[config.mk]
export PLATFORM = sky130hd
export DESIGN_NAME = frame_ops
export DESIGN_NICKNAME = d
export VERILOG_FILES = /design/src/logic/frame_ops_pkg.sv /design/src/logic/bus_port.sv /design/src/logic/frame_ops.sv
export SDC_FILE = /design/constraint.sdc
export NUM_CORES = 1
export LEC_CHECK = 0
export BUFFER_PORTS_ARGS = -buffer_cell sky130_fd_sc_hd__buf_2
export CAP_MARGIN = 20
export CORE_AREA = 4 4 306 308
export CTS_BUF_LIST = sky130_fd_sc_hd__clkbuf_4
export DETAILED_ROUTE_END_ITERATION = 6
export DIE_AREA = 0 0 310 312
export GPL_ROUTABILITY_DRIVEN = 0
export PLACE_DENSITY = 0.46
export SLEW_MARGIN = 20
export SYNTH_ARGS = -nofsm -noshare
export SYNTH_HDL_FRONTEND = slang
export SYNTH_SLANG_ARGS = --single-unit
[constraint.sdc]
create_clock -name clk -period 25.1 [get_ports clk]
set_clock_uncertainty 0.05 [all_clocks]
set_input_delay 3.765 -clock clk [delete_from_list [all_inputs] [get_ports clk]]
set_output_delay 3.765 -clock clk [all_outputs]
set_load 0.1 [all_outputs]
[src/logic/frame_ops_pkg.sv]
// Package with constants and types for the stack, string and frame unit.
`default_nettype none
package frame_ops_pkg;
  localparam int WORD_W = 16;
  localparam int ADDR_W = 20;
  localparam int REG_N = 8;
  // General register indices, in save order.
  localparam logic [2:0] REG_ACC = 3'h0;
  localparam logic [2:0] REG_CNT = 3'h1;
  localparam logic [2:0] REG_PORT = 3'h2;
  localparam logic [2:0] REG_BASE = 3'h3;
  localparam logic [2:0] REG_SP = 3'h4;
  localparam logic [2:0] REG_FBP = 3'h5;
  localparam logic [2:0] REG_SRC = 3'h6;
  localparam logic [2:0] REG_DST = 3'h7;
  localparam logic [2:0] REG_LAST = 3'h7;
  localparam logic [15:0] STEP_BYTE = 16'h0001;
  localparam logic [15:0] STEP_WORD = 16'h0002;
  localparam logic [3:0] SEG_SHIFT = 4'h4;
  localparam logic [7:0] VEC_BOUNDS = 8'h05;
  localparam logic [7:0] VEC_BAD_OP = 8'h06;
  localparam logic [7:0] LEVEL_ZERO = 8'h00;
  localparam logic [7:0] LEVEL_ONE = 8'h01;
  typedef enum logic [2:0]
  {
    OP_SAVE_ALL = 3'h0,
    OP_RESTORE_ALL = 3'h1,
    OP_STR_IN = 3'h2,
    OP_STR_OUT = 3'h3,
    OP_FRAME_CREATE = 3'h4,
    OP_FRAME_RELEASE = 3'h5,
    OP_RANGE_CHECK = 3'h6,
    OP_NONE = 3'h7
  } op_e;
  typedef enum logic [3:0]
  {
    ST_IDLE = 4'h0,
    ST_SAVE = 4'h1,
    ST_RESTORE = 4'h2,
    ST_STR_RD = 4'h3,
    ST_STR_WR = 4'h4,
    ST_FC_PUSH = 4'h5,
    ST_FC_COPY_RD = 4'h6,
    ST_FC_COPY_WR = 4'h7,
    ST_FC_TEMP = 4'h8,
    ST_FR_POP = 4'h9,
    ST_RC_LO = 4'ha,
    ST_RC_HI = 4'hb,
    ST_DONE = 4'hc
  } state_e;
endpackage
`default_nettype wire

[src/logic/bus_port.sv]
// Bus cycle engine: one read or write cycle per request.
`timescale 1ns/1ps
`default_nettype none
module bus_port #(
  parameter int AW = 20,
  parameter int DW = 16
)
(
  // Clock and reset.
  input wire logic clk,
  input wire logic rst_n,
  // Request side.
  input wire logic req,
  input wire logic req_write,
  input wire logic req_io,
  input wire logic req_byte,
  input wire logic [AW-1:0] req_addr,
  input wire logic [DW-1:0] req_wdata,
  output logic done,
  output logic [DW-1:0] rdata,
  // Bus side.
  output logic bus_req,
  output logic bus_write,
  output logic bus_io,
  output logic bus_byte,
  output logic [AW-1:0] bus_addr,
  output logic [DW-1:0] bus_wdata,
  input wire logic bus_ack,
  input wire logic [DW-1:0] bus_rdata
);
  always_ff @(posedge clk or negedge rst_n)
  begin
    if (!rst_n)
    begin
      bus_req <= 1'b0;
      bus_write <= 1'b0;
      bus_io <= 1'b0;
      bus_byte <= 1'b0;
      bus_addr <= '0;
      bus_wdata <= '0;
    end
    else if (bus_req)
    begin
      if (bus_ack)
        bus_req <= 1'b0;
    end
    else if (req && !done)
    begin
      bus_req <= 1'b1;
      bus_write <= req_write;
      bus_io <= req_io;
      bus_byte <= req_byte;
      bus_addr <= req_addr;
      bus_wdata <= req_wdata;
    end
  end

  always_ff @(posedge clk or negedge rst_n)
  begin
    if (!rst_n)
    begin
      done <= 1'b0;
      rdata <= '0;
    end
    else
    begin
      done <= bus_req && bus_ack;
      if (bus_req && bus_ack)
        rdata <= bus_rdata;
    end
  end
endmodule
`default_nettype wire

[src/logic/frame_ops.sv]
// Sequencer for save/restore-all, string I/O, frame and range check ops.
`timescale 1ns/1ps
`default_nettype none
// Operation
// [RL1] Save-all pushes eight registers in order.
// [RL2] Saved stack pointer is pre-push value.
// [RL3] Restore-all pops all; stack pointer word discarded.
// [RL4] No segment, pointer, status, peripheral saves.
// [RL5] String input: port to extra segment.
// [RL6] Pointer steps by size, direction sets sign.
// [RL7] String output: data segment, overridable.
// [RL8] Frame create takes size and level.
// [RL9] Level zero: push, copy, subtract.
// [RL10] Nested level copies display pointers.
// [RL11] Release: stack from base, pop base.
// [RL12] Out of range raises exception five.
// [RL13] Lower limit at address, upper next.
// [RL14] Register limit operand: invalid opcode.
// [RL15] Value equal to limit is inside.
module frame_ops
(
  // Clock and reset.
  input wire logic clk,
  input wire logic reset_n,
  // Instruction issue.
  input wire logic start,
  input wire logic [2:0] opcode,
  input wire logic byte_op,
  input wire logic direction_flag,
  input wire logic seg_override,
  input wire logic [15:0] override_seg,
  input wire logic [15:0] frame_size,
  input wire logic [7:0] frame_level,
  input wire logic [2:0] check_reg,
  input wire logic limit_is_reg,
  input wire logic [15:0] limit_ea,
  // Segment registers, read only.
  input wire logic [15:0] extra_segment,
  input wire logic [15:0] data_segment,
  input wire logic [15:0] stack_segment,
  // Register file load and view.
  input wire logic reg_load,
  input wire logic [2:0] reg_load_sel,
  input wire logic [15:0] reg_load_data,
  output logic [127:0] regs_out,
  // Completion.
  output logic busy,
  output logic op_done,
  output logic exc_valid,
  output logic [7:0] exc_vector,
  // Local bus.
  output logic bus_req,
  output logic bus_write,
  output logic bus_io,
  output logic bus_byte,
  output logic [19:0] bus_addr,
  output logic [15:0] bus_wdata,
  input wire logic bus_ack,
  input wire logic [15:0] bus_rdata
);
  localparam int W = frame_ops_pkg::WORD_W;
  localparam int AW = frame_ops_pkg::ADDR_W;

  logic rst_s1_r;
  logic rst_n_r;
  always_ff @(posedge clk or negedge reset_n)
  begin
    if (!reset_n)
    begin
      rst_s1_r <= 1'b0;
      rst_n_r <= 1'b0;
    end
    else
    begin
      rst_s1_r <= 1'b1;
      rst_n_r <= rst_s1_r;
    end
  end

  function automatic logic [AW-1:0] phys(input logic [W-1:0] seg,
                                         input logic [W-1:0] off);
    phys = AW'({seg, 4'h0}) + AW'(off);
  endfunction

  logic [W-1:0] regs_r [frame_ops_pkg::REG_N];
  frame_ops_pkg::state_e state_r;
  frame_ops_pkg::op_e op_r;
  logic [2:0] idx_r;
  logic [W-1:0] temp_r;
  logic [W-1:0] orig_sp_r;
  logic [W-1:0] lower_r;
  logic [7:0] count_r;
  logic [W-1:0] data_r;
  logic byte_r;
  logic dir_r;
  logic [W-1:0] str_seg_r;

  logic req;
  logic req_write;
  logic req_io;
  logic [AW-1:0] req_addr;
  logic [W-1:0] req_wdata;
  logic done;
  logic [W-1:0] rdata;
  logic [W-1:0] sp;
  logic [W-1:0] sp_dec;
  logic [W-1:0] step;
  logic signed [W-1:0] chk_val;

  assign sp = regs_r[frame_ops_pkg::REG_SP];
  assign sp_dec = sp - frame_ops_pkg::STEP_WORD;
  // [RL6] Step size selection.
  assign step = byte_r ? frame_ops_pkg::STEP_BYTE : frame_ops_pkg::STEP_WORD;
  assign chk_val = regs_r[check_reg];

  bus_port #(.AW(AW), .DW(W)) u_bus
  (
    .clk(clk),
    .rst_n(rst_n_r),
    .req(req),
    .req_write(req_write),
    .req_io(req_io),
    .req_byte(byte_r),
    .req_addr(req_addr),
    .req_wdata(req_wdata),
    .done(done),
    .rdata(rdata),
    .bus_req(bus_req),
    .bus_write(bus_write),
    .bus_io(bus_io),
    .bus_byte(bus_byte),
    .bus_addr(bus_addr),
    .bus_wdata(bus_wdata),
    .bus_ack(bus_ack),
    .bus_rdata(bus_rdata)
  );

  ////////////////////////////////////////////////////////////////////////////
  // Bus request decode.
  always_comb
  begin
    req = 1'b1;
    req_write = 1'b1;
    req_io = 1'b0;
    req_addr = phys(stack_segment, sp_dec);
    req_wdata = regs_r[idx_r];
    unique case (state_r)
      frame_ops_pkg::ST_SAVE:
      begin
        // [RL2] Saved stack pointer value.
        if (idx_r == frame_ops_pkg::REG_SP)
          req_wdata = orig_sp_r;
      end
      frame_ops_pkg::ST_RESTORE, frame_ops_pkg::ST_FR_POP:
      begin
        req_write = 1'b0;
        req_addr = phys(stack_segment, sp);
      end
      frame_ops_pkg::ST_STR_RD:
      begin
        req_write = 1'b0;
        req_io = (op_r == frame_ops_pkg::OP_STR_IN);
        // [RL5] [RL7] Source of the string transfer.
        req_addr = req_io ? AW'(regs_r[frame_ops_pkg::REG_PORT])
                          : phys(str_seg_r, regs_r[frame_ops_pkg::REG_SRC]);
      end
      frame_ops_pkg::ST_STR_WR:
      begin
        req_io = (op_r == frame_ops_pkg::OP_STR_OUT);
        req_wdata = data_r;
        req_addr = req_io ? AW'(regs_r[frame_ops_pkg::REG_PORT])
                          : phys(extra_segment, regs_r[frame_ops_pkg::REG_DST]);
      end
      frame_ops_pkg::ST_FC_PUSH:
        req_wdata = regs_r[frame_ops_pkg::REG_FBP];
      frame_ops_pkg::ST_FC_COPY_RD:
      begin
        req_write = 1'b0;
        req_addr = phys(stack_segment,
                        regs_r[frame_ops_pkg::REG_FBP] - frame_ops_pkg::STEP_WORD);
      end
      frame_ops_pkg::ST_FC_COPY_WR:
        req_wdata = data_r;
      frame_ops_pkg::ST_FC_TEMP:
        req_wdata = temp_r;
      frame_ops_pkg::ST_RC_LO, frame_ops_pkg::ST_RC_HI:
      begin
        req_write = 1'b0;
        // [RL13] Lower then upper limit word.
        req_addr = phys(data_segment, (state_r == frame_ops_pkg::ST_RC_HI)
                        ? limit_ea + frame_ops_pkg::STEP_WORD : limit_ea);
      end
      default:
        req = 1'b0;
    endcase
  end

  ////////////////////////////////////////////////////////////////////////////
  // Sequencer.
  always_ff @(posedge clk or negedge rst_n_r)
  begin
    if (!rst_n_r)
    begin
      state_r <= frame_ops_pkg::ST_IDLE;
      op_r <= frame_ops_pkg::OP_NONE;
      idx_r <= '0;
      temp_r <= '0;
      orig_sp_r <= '0;
      lower_r <= '0;
      count_r <= '0;
      data_r <= '0;
      byte_r <= 1'b0;
      dir_r <= 1'b0;
      str_seg_r <= '0;
      busy <= 1'b0;
      op_done <= 1'b0;
      exc_valid <= 1'b0;
      exc_vector <= '0;
      for (int i = 0; i < frame_ops_pkg::REG_N; i++)
        regs_r[i] <= '0;
    end
    else
    begin
      op_done <= 1'b0;
      exc_valid <= 1'b0;
      if (reg_load && state_r == frame_ops_pkg::ST_IDLE)
        regs_r[reg_load_sel] <= reg_load_data;
      unique case (state_r)
        frame_ops_pkg::ST_IDLE:
        begin
          if (start)
          begin
            busy <= 1'b1;
            op_r <= frame_ops_pkg::op_e'(opcode);
            byte_r <= byte_op;
            dir_r <= direction_flag;
            idx_r <= frame_ops_pkg::REG_ACC;
            orig_sp_r <= sp;
            // [RL7] Override allowed for output only.
            str_seg_r <= seg_override ? override_seg : data_segment;
            count_r <= frame_level;
            unique case (frame_ops_pkg::op_e'(opcode))
              // [RL1] [RL4] Only general registers saved.
              frame_ops_pkg::OP_SAVE_ALL:
                state_r <= frame_ops_pkg::ST_SAVE;
              frame_ops_pkg::OP_RESTORE_ALL:
              begin
                idx_r <= frame_ops_pkg::REG_LAST;
                state_r <= frame_ops_pkg::ST_RESTORE;
              end
              frame_ops_pkg::OP_STR_IN, frame_ops_pkg::OP_STR_OUT:
                state_r <= frame_ops_pkg::ST_STR_RD;
              // [RL8] Level captured at start; size read live from frame_size.
              frame_ops_pkg::OP_FRAME_CREATE:
                state_r <= frame_ops_pkg::ST_FC_PUSH;
              frame_ops_pkg::OP_FRAME_RELEASE:
              begin
                // [RL11] Stack pointer from frame base.
                regs_r[frame_ops_pkg::REG_SP] <= regs_r[frame_ops_pkg::REG_FBP];
                state_r <= frame_ops_pkg::ST_FR_POP;
              end
              frame_ops_pkg::OP_RANGE_CHECK:
              begin
                // [RL14] Register limits invalid.
                if (limit_is_reg)
                begin
                  exc_valid <= 1'b1;
                  exc_vector <= frame_ops_pkg::VEC_BAD_OP;
                  state_r <= frame_ops_pkg::ST_DONE;
                end
                else
                  state_r <= frame_ops_pkg::ST_RC_LO;
              end
              default:
                state_r <= frame_ops_pkg::ST_DONE;
            endcase
          end
        end
        frame_ops_pkg::ST_SAVE:
          if (done)
          begin
            regs_r[frame_ops_pkg::REG_SP] <= sp_dec;
            idx_r <= idx_r + 3'h1;
            if (idx_r == frame_ops_pkg::REG_LAST)
              state_r <= frame_ops_pkg::ST_DONE;
          end
        frame_ops_pkg::ST_RESTORE:
          if (done)
          begin
            // [RL3] Popped stack pointer discarded.
            if (idx_r != frame_ops_pkg::REG_SP)
              regs_r[idx_r] <= rdata;
            regs_r[frame_ops_pkg::REG_SP] <= sp + frame_ops_pkg::STEP_WORD;
            idx_r <= idx_r - 3'h1;
            if (idx_r == frame_ops_pkg::REG_ACC)
              state_r <= frame_ops_pkg::ST_DONE;
          end
        frame_ops_pkg::ST_STR_RD:
          if (done)
          begin
            data_r <= rdata;
            state_r <= frame_ops_pkg::ST_STR_WR;
          end
        frame_ops_pkg::ST_STR_WR:
          if (done)
          begin
            // [RL6] Pointer update after transfer.
            if (op_r == frame_ops_pkg::OP_STR_IN)
              regs_r[frame_ops_pkg::REG_DST] <= dir_r
                ? regs_r[frame_ops_pkg::REG_DST] - step
                : regs_r[frame_ops_pkg::REG_DST] + step;
            else
              regs_r[frame_ops_pkg::REG_SRC] <= dir_r
                ? regs_r[frame_ops_pkg::REG_SRC] - step
                : regs_r[frame_ops_pkg::REG_SRC] + step;
            state_r <= frame_ops_pkg::ST_DONE;
          end
        frame_ops_pkg::ST_FC_PUSH:
          if (done)
          begin
            regs_r[frame_ops_pkg::REG_SP] <= sp_dec;
            temp_r <= sp_dec;
            // [RL9] Level zero copies and allocates.
            if (count_r == frame_ops_pkg::LEVEL_ZERO)
            begin
              regs_r[frame_ops_pkg::REG_FBP] <= sp_dec;
              regs_r[frame_ops_pkg::REG_SP] <= sp_dec - frame_size;
              state_r <= frame_ops_pkg::ST_DONE;
            end
            // [RL10] Nested form copies display.
            else if (count_r == frame_ops_pkg::LEVEL_ONE)
              state_r <= frame_ops_pkg::ST_FC_TEMP;
            else
              state_r <= frame_ops_pkg::ST_FC_COPY_RD;
          end
        frame_ops_pkg::ST_FC_COPY_RD:
          if (done)
          begin
            data_r <= rdata;
            regs_r[frame_ops_pkg::REG_FBP] <=
              regs_r[frame_ops_pkg::REG_FBP] - frame_ops_pkg::STEP_WORD;
            count_r <= count_r - 8'h01;
            state_r <= frame_ops_pkg::ST_FC_COPY_WR;
          end
        frame_ops_pkg::ST_FC_COPY_WR:
          if (done)
          begin
            regs_r[frame_ops_pkg::REG_SP] <= sp_dec;
            state_r <= (count_r == frame_ops_pkg::LEVEL_ONE)
                       ? frame_ops_pkg::ST_FC_TEMP
                       : frame_ops_pkg::ST_FC_COPY_RD;
          end
        frame_ops_pkg::ST_FC_TEMP:
          if (done)
          begin
            regs_r[frame_ops_pkg::REG_FBP] <= temp_r;
            regs_r[frame_ops_pkg::REG_SP] <= sp_dec - frame_size;
            state_r <= frame_ops_pkg::ST_DONE;
          end
        frame_ops_pkg::ST_FR_POP:
          if (done)
          begin
            regs_r[frame_ops_pkg::REG_FBP] <= rdata;
            regs_r[frame_ops_pkg::REG_SP] <= sp + frame_ops_pkg::STEP_WORD;
            state_r <= frame_ops_pkg::ST_DONE;
          end
        frame_ops_pkg::ST_RC_LO:
          if (done)
          begin
            lower_r <= rdata;
            state_r <= frame_ops_pkg::ST_RC_HI;
          end
        frame_ops_pkg::ST_RC_HI:
          if (done)
          begin
            // [RL12] [RL15] Inclusive signed bounds.
            if (chk_val < $signed(lower_r) || chk_val > $signed(rdata))
            begin
              exc_valid <= 1'b1;
              exc_vector <= frame_ops_pkg::VEC_BOUNDS;
            end
            state_r <= frame_ops_pkg::ST_DONE;
          end
        frame_ops_pkg::ST_DONE:
        begin
          busy <= 1'b0;
          op_done <= 1'b1;
          state_r <= frame_ops_pkg::ST_IDLE;
        end
        default:
          state_r <= frame_ops_pkg::ST_IDLE;
      endcase
    end
  end

  always_ff @(posedge clk or negedge rst_n_r)
  begin
    if (!rst_n_r)
      regs_out <= '0;
    else
      for (int i = 0; i < frame_ops_pkg::REG_N; i++)
        regs_out[i*W +: W] <= regs_r[i];
  end
endmodule
`default_nettype wire

# ---- After elaboration in Yosys (flattened, before gate mapping)
# Cells that the tools add are included.
# W data, S select, Z words.
dict set report totals {
  output_inout_bits 179
  ff_bits 426
  input_bits 154
  elab_cells 221
}
dict set report op_classes {
  n_eq_ne 39
  n_reduce_logical 34
  n_bitwise 4
  mux 85
  order_cmp 7
  n_addsub 18
}
# cell n
set ops {}
lappend ops {{$mux W128} 3}
lappend ops {{$mux W16} 17}
lappend ops {{$bwmux W128} 2}
lappend ops {{$mux W32} 5}
lappend ops {{$add A20 B16 Y20} 6}
lappend ops {{$pmux W20 S5} 1}
lappend ops {{$bmux W16 S3} 2}
lappend ops {{$demux W16 S3} 2}
lappend ops {{$pmux W16 S6} 1}
lappend ops {{$pmux W16 S5} 1}
lappend ops {{$mux W64} 1}
lappend ops {{$pmux W16 S4} 1}
lappend ops {{$pmux W32 S2} 1}
lappend ops {{$mux W8} 7}
lappend ops {{$mux W4} 13}
lappend ops {{$mux W20} 2}
lappend ops {{$pmux W4 S9} 1}
lappend ops {{$add A16 B2 Y16} 2}
lappend ops {{$add A16 B2 Y16 const B} 2}
lappend ops {{$pmux W8 S2} 2}
lappend ops {{$sub A16 B2 Y16} 2}
lappend ops {{$sub A16 B2 Y16 const B} 2}
lappend ops {{$pmux W4 S6} 1}
lappend ops {{$ne A2 B1 Y1 const B} 11}
lappend ops {{42 further kinds} 99}

# ---- Depth between registers and ports, before layout
# Gate-level depths: netlist of run 1.
dict set report logic_depth {
  depth_word 11
  depth_mapped 19
  depth_no_buf 17
}

# ---- Hierarchy
# From an unflattened synthesis of run 1, not the netlist that was laid out.
dict set report hier_totals {
  cells_unflattened 2940
  hier_area_um2 27587.7
}
# module area_each_um2 cells_per_inst n_inst
set by_module_without_submodules {}
lappend by_module_without_submodules {frame_ops 25410.6 2818 1}
lappend by_module_without_submodules {bus_port 2177.1 122 1}

# ---- Worst setup path after synthesis of run 1
# Ideal clock, no wire load.
dict set report synth_timing {
  kind {input to register}
  startpoint {input port check_reg[1]}
  endpoint {register exc_vector[1]}
  t_required_ps 24983
  t_arrival_ps 7060
  setup_ps 67
  path_slack_ps 17922
  cell_stages 14
  path_cell_list {clkbuf_1 clkbuf_1 clkbuf_1 mux4_2 mux2_2 ha_1 nor2b_1 o21a_1 o211ai_1 a31oi_1 nor3_1 mux2_2 a2bb2oi_1 o21a_1}
}
dict set report synth_via {
  elab_chain_cells 8
  word_cells_on_any_way 9
  cone_classes {order compare: 2; eq/ne: 1; mux: 3; bitwise: 1; reduce/logical: 2}
}
# element line_no
set synth_rtl {}
lappend synth_rtl {{start, declared} frame_ops.sv:34} ;# input wire logic [2:0] check_reg,
lappend synth_rtl {{$not A3 Y4 (implied by the code) (*)} frame_ops.sv:114} ;# assign chk_val = regs_r[check_reg];
lappend synth_rtl {{$bmux W16 S3 (*)} frame_ops.sv:114}
lappend synth_rtl {{$mux W16 (implied by the code) (*) (2 in series)} frame_ops.sv:114}
lappend synth_rtl {{$lt A16 B16 Y1 / $gt A16 B16 Y1 (equally long branches)} frame_ops.sv:377} ;# if (chk_val < $signed(lower_r) || chk_val > $signed(rdata))
lappend synth_rtl {{$logic_or A1 B1 Y1 (*)} frame_ops.sv:377}
lappend synth_rtl {{$ne A2 B1 Y1 (no line) (*)} n/a}
lappend synth_rtl {{$reduce_and A6 Y1 (no line) (*)} n/a}
lappend synth_rtl {{end signal, assigned} frame_ops.sv:268} ;# exc_vector <= frame_ops_pkg::VEC_BAD_OP;
lappend synth_rtl {{end signal, assigned} frame_ops.sv:380} ;# exc_vector <= frame_ops_pkg::VEC_BOUNDS;
lappend synth_rtl {{end, declared} frame_ops.sv:50} ;# output logic [7:0] exc_vector,
# Every way passes the cells marked *; elsewhere a longest branch is shown, timed or not. The select of a mux whose other input is x is not followed.
# A chain may end at the register's enable or synchronous reset.

# ---- Final worst setup path of run 1
# Ends and elaborated chain as after synthesis.

==> metrics.md, run 1 <==
| Metric | Value |
|---|---|
| Clock buffer depth | `3` |
| Max_slew headroom | `between 10% and 20%` |
| Port-buffer cells | `between 300 and 400` |
| Total setup violations reported at the end of the flow | `0` |
| Hold buffer count at CTS | `0` |
| Violations in the final reports | `design-rule violations` |
| Final hold violations | `0` |
| CTS tree | `yes` |
| Endpoint of the lowest-slack register-to-register path | `u_bus.bus_addr[16]` |
| Post-detail-place hpwl | `a little under 100000 µm` |
| Avg Vias per Cell | `5.61` |
| Final layout net count | `3622` |
| Detailed Route Iter0 Violations | `about 2.6k` |
| Worst Reg-to-Reg Cells | `16` |
| Share of Yosys cell area claimed by the top area cell type | `38.6%` |
| Total met2 wirelength after detailed routing | `roughly 60000 µm` |
| Drt first pass iters | `7` |
| Length of routed met3 wiring | `approximately 10000 µm` |
| Initial antenna violation count | `15` |
| Reg-to-Reg Start | `state_r[1]` |
| Number of nets still failing antenna checks after routing | `0` |
| Setup Crit Path Kind | `in -> reg` |
| Depth of the worst hold-timing path | `0` |
| Total setup buffers inserted after CTS | `0` |
| Unique cell type count in the Yosys netlist | `88` |
| Clock-pin slew of the registers on the worst-case setup and hold paths | `about 0.050 ns` |
| Largest area contributor in the synthesized netlist | `sky130_fd_sc_hd__dfrtp_1` |
| Crit path launch type | `input port` |
| Data required, critical path | `25.98 ns` |
| Shortest period the worst path allows | `6.85 ns` |
| Number of core rows | `around 110` |
| Area growth from synthesis to final layout | `17.6%` |
| Nature of the critical path endpoint | `flip-flop` |
| Count of mapped cells out of synthesis | `2980` |
| Overflow after GRT | `0` |
| Gates resized, CTS repair | `0` |
| Timing-limited maximum frequency | `0.146 GHz` |
| Multi-input logic area | `0.0154 mm²` |
| Insertion delay of the later-clocked pin in the worst-skew pair | `1.03 ns` |
| Final Routed Wirelength | `between 100000 and 150000 µm` |
| Effective utilization at floorplan | `around 30%` |
| Most used flip-flop cell after synthesis | `sky130_fd_sc_hd__dfrtp_1` |
| Seq/Total Area, Yosys | `around two fifths` |
| Pin count of the biggest net entering global routing | `approximately 140` |
| Die Wd | `roughly 310 µm` |
| Number of top-level pins | `333` |
| Final Instance Area | `between 0.03 and 0.04 mm²` |
| WL/cell | `approximately 28 µm` |
| Setup tns final | `0 ns` |
| Arrival time worst endpoint | `slightly below 8 ns` |
| Slack of the worst reg-to-reg path | `between 20 and 25 ns` |
| Overall track demand over capacity in global routing | `a little over a quarter` |
| Highest fanout seen on the critical path | `32` |
| Number of global-route vias before repair | `25.2k` |
| CTS Sinks | `~420` |
| TritonCTS Buffers | `130` |
| Synth async-reset ratio | `between 90% and 100%` |
| Top cells by area, synth | `sky130_fd_sc_hd__dfrtp_1, sky130_fd_sc_hd__ha_1, sky130_fd_sc_hd__mux2i_1` |
| Pins Over Slew Limit | `0` |
| End of the worst hold path | `rst_n_r` |
| Via count | `25.9k` |
| Core ar. | `between 0.09 and 0.1 mm²` |
| Start point of the worst hold path | `rst_s1_r` |
| Count of warnings emitted by yosys | `0` |
| Die Y | `around 310 µm` |
| Synthesized area per cell | `9.10 µm²` |
| Status | `finished, violations left` |
| Netlist Area Pre-Place | `between 0.02 and 0.03 mm²` |
| Flip-flop and latch count after synthesis | `421` |
| Fillers | `around 9.6k` |
| Die ar. | `around 0.097 mm²` |
| H-tree lvl count | `4` |
| Slew at the pin closest to its max-slew limit | `about 1.2 ns` |
| Hold WC Path Type | `reg -> reg` |
| Share of cells above drive strength 1 | `around 22%` |
| FF/Latch Area | `0.0105 mm²` |
| First-pass GRT wire length | `between 150000 and 200000 µm` |
| Cell area after placement | `0.0302 mm²` |
| Residual DRC count | `1` |
| Setup repair after global routing missed its margin | `no` |
| Crit share post-route | `~27%` |
| Post-Route M1 WL | `between 50000 and 60000 µm` |
| Reported max-cap violation count | `0` |
| Clock Root Buffer | `sky130_fd_sc_hd__clkbuf_4` |
| Number of enable-type register cells in the synthesized netlist | `0` |
| Uppermost layer routed | `met5` |
-- worst max path at each step --
stage	from	end	slack, ns	cells after the start
after CTS	check_reg[0]	exc_vector[1]	18.18	12
final	check_reg[1]	exc_vector[1]	18.25	12
after global placement	check_reg[0]	exc_vector[1]	17.06	12
after global routing	check_reg[1]	exc_vector[2]	18.22	12
after detailed placement	check_reg[0]	exc_vector[0]	17.05	12
after floorplan	rst_n_r	busy	12.45	0
-- layout by cell type (no fill, tap or decap), drive strengths merged, types with 97 or more instances in the layout --
| master | n |
|---|---|
| a21oi | 218 |
| buf | 423 |
| nand2 | 357 |
| dfrtp | 418 |
| o21ai | 264 |
| ha | 132 |
| clkbuf | 186 |
| nor2 | 267 |
| inv | 97 |
| mux2i | 147 |
-- through the flow --
step	std cells	hold WS, ns	utilization (%)	worst slack, ns
finish	4615	0.295	35.0	18.25
global route	4610	0.301	35.0	18.22
CTS	4603	0.299	34.9	18.18
detailed placement	4379	0.285	33.1	17.05
global placement	4379	0.281	33.1	17.06
floorplan	2984	0.281	-	12.45
-- synth_stat cells, drive strengths merged (10+ instances only) --
library cell / instances
clkbuf: 163
xor2: 55
ha: 132
a222oi: 20
nand2: 357
nand3: 51
xnor2: 74
dfrtp: 418
or3: 19
nand2b: 27
mux2i: 147
nor3b: 10
a21oi: 218
a22oi: 25
o21a: 21
a21o: 23
a41oi: 17
inv: 93
o221ai: 32
a221o: 13
nand4: 12
a31oi: 32
o22ai: 18
a211oi: 32
mux2: 48
nor2: 267
nor3: 55
mux4: 42
a211o: 12
o211ai: 28
a221oi: 32
or2: 13
nor4: 12
buf: 48
and3: 14
o21ai: 264
nor2b: 25
-- flip-flops by register name, indices dropped and copies added (netlist names), 3 cells and up --
name             cells
regs_out           128
regs_r             112
u_bus.bus_addr      20
data_r              16
lower_r             16
orig_sp_r           16
sp                  16
str_seg_r           16
temp_r              16
u_bus.bus_wdata     16
u_bus.rdata         16
count_r              8
state_r              4
exc_vector           3
idx_r                3
op_r                 3
-- metal layers --
metal  vias to the layer above  global-route usage (%)
li1                      11611                       -
met1                     12815                    33.6
met2                      1170                    42.4
met3                       298                    6.24
met4                        10                    12.5
met5                         -                       0
-- area by class of cell --
cell class | instances | share of cell area (%)
antenna | 9 | 0.0706
clock buffer | 186 | 4.38
clock inverter | 38 | 0.808
inverter | 94 | 1.11
multi-input combinational | 2258 | 48.4
sequential | 421 | 33.1
tap | 1186 | 4.65
timing repair buffer | 423 | 7.51
-- kinds of logic after synthesis --
| logic type | Yosys count | share of synthesized area, % |
|---|---|---|
| multiplexers | 237 | 10.9 |
| adder cells (fa/ha/maj) | 140 | 6.68 |
| AO/OA/AOI/OAI | 855 | 20.0 |
| XOR/XNOR | 129 | 4.17 |
| buffers and inverters | 305 | 4.51 |
| AND/OR/NAND/NOR | 891 | 14.8 |
| other | 2 | 0.0277 |
| flip-flops | 421 | 38.9 |
-- critical path, cell delays in order --
cell and delay (ns):
sky130_fd_sc_hd__buf_2 0.59, sky130_fd_sc_hd__mux4_2 0.59, sky130_fd_sc_hd__mux2_2 0.31, sky130_fd_sc_hd__ha_1 0.33
sky130_fd_sc_hd__nand4_1 0.19, sky130_fd_sc_hd__nor3_1 0.23, sky130_fd_sc_hd__o21ai_0 0.10, sky130_fd_sc_hd__a31oi_1 0.20
sky130_fd_sc_hd__nor3_1 0.08, sky130_fd_sc_hd__mux2_2 0.28, sky130_fd_sc_hd__a2bb2oi_1 0.83, sky130_fd_sc_hd__o21a_1 0.22
Power of run 1 is left out: the tool's default activity adds up to more than one toggle a clock period on the data nets, which glitch-free logic cannot reach.
==> run 2: changes to the inputs <==
Settings changed: ABC_AREA from default to 1, CORE_AREA 4 4 306 308 to 4 4 310 312, DIE_AREA 0 0 310 312 to 0 0 314 316, PLACE_DENSITY 0.46 to 0.45.
Clock period 25.1 ns to 6.4 ns, I/O delays scaled along.
==> run 2 against run 1 <==
Compared with the run above:
- the flow now finishes without violations
- die area rose by 2.6%
- routed wire length rose by 14%
- critical endpoint is now u_bus.bus_addr[16]
- highest routed layer unchanged
- register-to-register slack got worse by 18 ns
- core utilization fell by 0.13 points
- global-route usage rose by 2.8 points
- clock-buffer cell count rose by 7
- non-clock buffer count fell by 55
- sequential share of layout area fell by 0.58 points
==> metrics.md, run 2 <==
| Metric | Value |
|---|---|
| Share of cells above drive strength 1 | `16.0% (-6.4 points)` |
| Largest area contributor in the synthesized netlist | `sky130_fd_sc_hd__dfrtp_1` |
| Max_slew headroom | `22.0% (+3.7 points)` |
| Peak-usage layer in the global routing report | `met2` |
| Leading cell type in the layout, fill and taps excluded | `sky130_fd_sc_hd__nand2_1` |
| Crit path launch type | `flip-flop` |
| Detailed Route Iter0 Violations | `3570 (+38%)` |
| Total setup violations reported at the end of the flow | `0 (unchanged)` |
| Reg-to-Reg Start | `state_r[1]` |
| Cell area after placement | `0.0306 mm² (+1.6%)` |
| Hold WC Path Type | `in -> reg` |
| CTS Sinks | `421 (unchanged)` |
| Last element of the critical path | `u_bus.bus_addr[16]` |
| Pins Over Slew Limit | `0 (unchanged)` |
| Final Total Pwr | `approximately 22 mW` |
| Biggest regs | `regs_out x128, regs_r x112, u_bus.bus_addr x20` |
| TritonCTS Buffers | `132 (+1.5%)` |
| Overflow after GRT | `0 (unchanged)` |
| Post-detail-place hpwl | `113000 µm (+16%)` |
| Unique cell type count in the Yosys netlist | `70 (-20%)` |
| Avg Vias per Cell | `5.49 (-2.2%)` |
| Depth of the worst hold-timing path | `3 (+3)` |
| Most used flip-flop cell after synthesis | `sky130_fd_sc_hd__dfrtp_1` |
| Worst hold slack | `0.139 ns (-0.157 ns)` |
| Leakage power figure | `roughly 16 nW` |
| Shortest period the worst path allows | `around 4.7 ns` |
| Status | `finished, final reports clean` |
| Netlist Area Pre-Place | `0.0277 mm² (+2.3%)` |
| Arrival time worst endpoint | `5.55 ns (-2.17 ns)` |
| Residual DRC count | `0 (-1)` |
| Crit share post-route | `roughly 73%` |
| Port-buffer cells | `327 (unchanged)` |
| Number of nets still failing antenna checks after routing | `0 (unchanged)` |
| Met1 layer usage reported by global route | `37.7% (+4.1 points)` |
| Final Instance Area | `0.0324 mm² (+1.7%)` |
| Reported max-cap violation count | `0 (unchanged)` |
| Count of warnings emitted by yosys | `0 (unchanged)` |
| Total setup buffers inserted after CTS | `0 (unchanged)` |
| Final hold violations | `0 (unchanged)` |
| Clock-pin slew of the registers on the worst-case setup and hold paths | `0.06 ns (about the same)` |
| Nature of the critical path endpoint | `flip-flop` |
| Final Routed Wirelength | `149000 µm (+14%)` |
| Power density normalized to cell area | `roughly 670 mW/mm²` |
| Seq/Total Area, Yosys | `38.0% (-0.88 points)` |
| Number of global-route vias before repair | `28.3k (+12%)` |
| Met3 GRT Util | `6.71% (+0.46 points)` |
| Die Wd | `314 µm (+1.3%)` |
| Insertion delay of the later-clocked pin in the worst-skew pair | `1.04 ns (about the same)` |
| Setup repair after global routing missed its margin | `no` |
| Initial antenna violation count | `11 (-4)` |
| Clock buffer depth | `3 (unchanged)` |
| Pin count of the biggest net entering global routing | `161 (+16%)` |
| CTS tree | `yes` |
| Highest fanout seen on the critical path | `22 (-31%)` |
| Die ar. | `0.0992 mm² (+2.6%)` |
| Share of Yosys cell area claimed by the top area cell type | `37.7% (-0.87 points)` |
| Worst setup path startpoint | `state_r[1]` |
| Flip-flop and latch count after synthesis | `421 (unchanged)` |
| Slack of the worst reg-to-reg path | `1.70 ns (-18.31 ns)` |
| Endpoint of the lowest-slack register-to-register path | `u_bus.bus_addr[16]` |
| Count of mapped cells out of synthesis | `3735 (+25%)` |
| Via count | `29.9k (+16%)` |
| Top cells by area, synth | `sky130_fd_sc_hd__dfrtp_1, sky130_fd_sc_hd__nand2_1, sky130_fd_sc_hd__o21ai_0` |
| WL/cell | `27.3 µm (-3.5%)` |
| Register bank with the most flops | `regs_out` |
| Timing-limited maximum frequency | `around 0.21 GHz` |
| Setup tns final | `0 ns (unchanged)` |
| Data required, critical path | `7.25 ns (-18.73 ns)` |
| Number of top-level pins | `333 (unchanged)` |
| Setup Crit Path Kind | `reg -> reg` |
| Max reg flops | `128 (unchanged)` |
| Most frequently used cell type in the post-synthesis netlist | `sky130_fd_sc_hd__nand2_1` |
| Clock Root Buffer | `sky130_fd_sc_hd__clkbuf_4` |
| Synth cell count leaders | `sky130_fd_sc_hd__nand2_1, sky130_fd_sc_hd__inv_1, sky130_fd_sc_hd__o21ai_0` |
| Worst voltage drop across the vdd grid | `466 µV` |
| Drt first pass iters | `6 (-1)` |
| Number of core rows | `112 (+0.90%)` |
| Core ar. | `0.0930 mm² (+2.1%)` |
| Worst Reg-to-Reg Cells | `20 (+4)` |
| Commonest cells after routing, fill and taps aside | `sky130_fd_sc_hd__nand2_1, sky130_fd_sc_hd__inv_1, sky130_fd_sc_hd__o21ai_0` |
| Slew at the pin closest to its max-slew limit | `1.17 ns (-0.0575 ns)` |
| Number of enable-type register cells in the synthesized netlist | `0 (unchanged)` |
| Overall track demand over capacity in global routing | `29.2% (+2.8 points)` |
| Area growth from synthesis to final layout | `16.9%` |
| Die Y | `316 µm (+1.3%)` |
| First-pass GRT wire length | `208000 µm (+12%)` |
| Global Route met2 Usage | `44.5% (+2.1 points)` |
| H-tree lvl count | `4 (unchanged)` |
| Synthesized area per cell | `7.43 µm² (-18%)` |
| Synth async-reset ratio | `100% (unchanged)` |
| Effective utilization at floorplan | `29.8% (+0.054 points)` |
| Final layout net count | `4382 (+21%)` |
-- run 2: cell count changes in the layout (fill, tap and decap cells not counted), sizes merged, moves of 52 or more --
cell / before / now
nor2: 267 / 336
o21ai: 264 / 466
a21oi: 218 / 278
o211ai: 28 / 80
inv: 97 / 513
xnor2: 74 / 21
nand2: 357 / 735
mux2i: 147 / 6
buf: 423 / 366
nand3: 51 / 135
-- run 2: how the worst min path moves through the flow --
stage                  startpoint         endpoint  slack, ns
finish               bus_rdata[1]   u_bus.rdata[1]       0.14
global route        bus_rdata[10]  u_bus.rdata[10]       0.07
CTS                  bus_rdata[9]   u_bus.rdata[9]       0.02
detailed placement        rst_n_r      regs_r[100]       0.27
global placement          rst_n_r       lower_r[8]       0.28
floorplan                rst_s1_r          rst_n_r       0.28
-- run 2: routing by layer --
metal,up-vias,wire length [µm],part of all wire (%)
met5,-,36,0.024
met4,6,10400,7.0
met3,465,13500,9.1
met2,1644,64900,44
met1,14352,59900,40
li1,13460,-,-
-- run 2: cells by family after synthesis --
kind of cell	Yosys count	share of synthesized area, %
muxes	7	0.257
and+or+nand+nor	1315	19.9
DFF	421	38.0
xor gates and xnor gates	72	2.30
other	2	0.0271
buffers and inverters	668	9.28
adders and majority gates	140	6.53
AOI/OAI and AO/OA	1110	23.7
-- run 2: where the power goes --
| group | leakage [nW] | internal [mW] | switching (mW) |
|---|---|---|---|
| Sequential | 5.20 | 3.81 | 1.70 |
| Combinational | 9.94 | 3.11 | 10.4 |
| Clock | 1.02 | 1.52 | 1.36 |
-- run 2: stage by stage --
step	util, %	setup slack [ns]	std cells
after floorplan	-	2.22	3739
after global placement	32.9	1.69	5205
after detailed placement	32.9	1.58	5205
after CTS	34.8	1.84	5442
after global routing	34.8	1.46	5445
final	34.9	1.70	5451
-- run 2: repair_timing --
item                                    CTS  global route
endpoints found under the setup margin    0             0
gates resized for setup                   0             0
hold buffers                              2             0
endpoints found under the hold margin     3             0
-- run 2: worst max-delay path: stages (launching register included) --
cell and delay (ns):
sky130_fd_sc_hd__dfrtp_1 0.51, sky130_fd_sc_hd__inv_2 0.11, sky130_fd_sc_hd__nor2_2 0.14, sky130_fd_sc_hd__nand2_2 0.36
sky130_fd_sc_hd__nand2_2 0.50, sky130_fd_sc_hd__nor2_1 0.17, sky130_fd_sc_hd__inv_1 0.34, sky130_fd_sc_hd__o221ai_1 0.23
sky130_fd_sc_hd__ha_1 0.30, sky130_fd_sc_hd__fa_1 0.44, sky130_fd_sc_hd__nand3_1 0.10, sky130_fd_sc_hd__nand2_1 0.10
sky130_fd_sc_hd__a21oi_1 0.26, sky130_fd_sc_hd__o21ai_0 0.21, sky130_fd_sc_hd__nand3_1 0.11, sky130_fd_sc_hd__nand2_1 0.06
sky130_fd_sc_hd__or2_2 0.27, sky130_fd_sc_hd__nand3_1 0.07, sky130_fd_sc_hd__nand2_1 0.05, sky130_fd_sc_hd__nor2_1 0.13
sky130_fd_sc_hd__nor2_1 0.05
-- run 2: layout make-up --
| class | count | area (µm²) |
|---|---|---|
| sequential | 421 | 10500 |
| clock buffer | 193 | 1450 |
| timing repair buffer | 368 | 1980 |
| inverter | 515 | 1930 |
| clock inverter | 42 | 283 |
| multi-input combinational | 2650 | 14700 |
| fill | 10197 | 60600 |
| tap | 1254 | 1570 |
| antenna | 8 | 20.0 |
No activity file was read; power rests on OpenSTA's default activity.
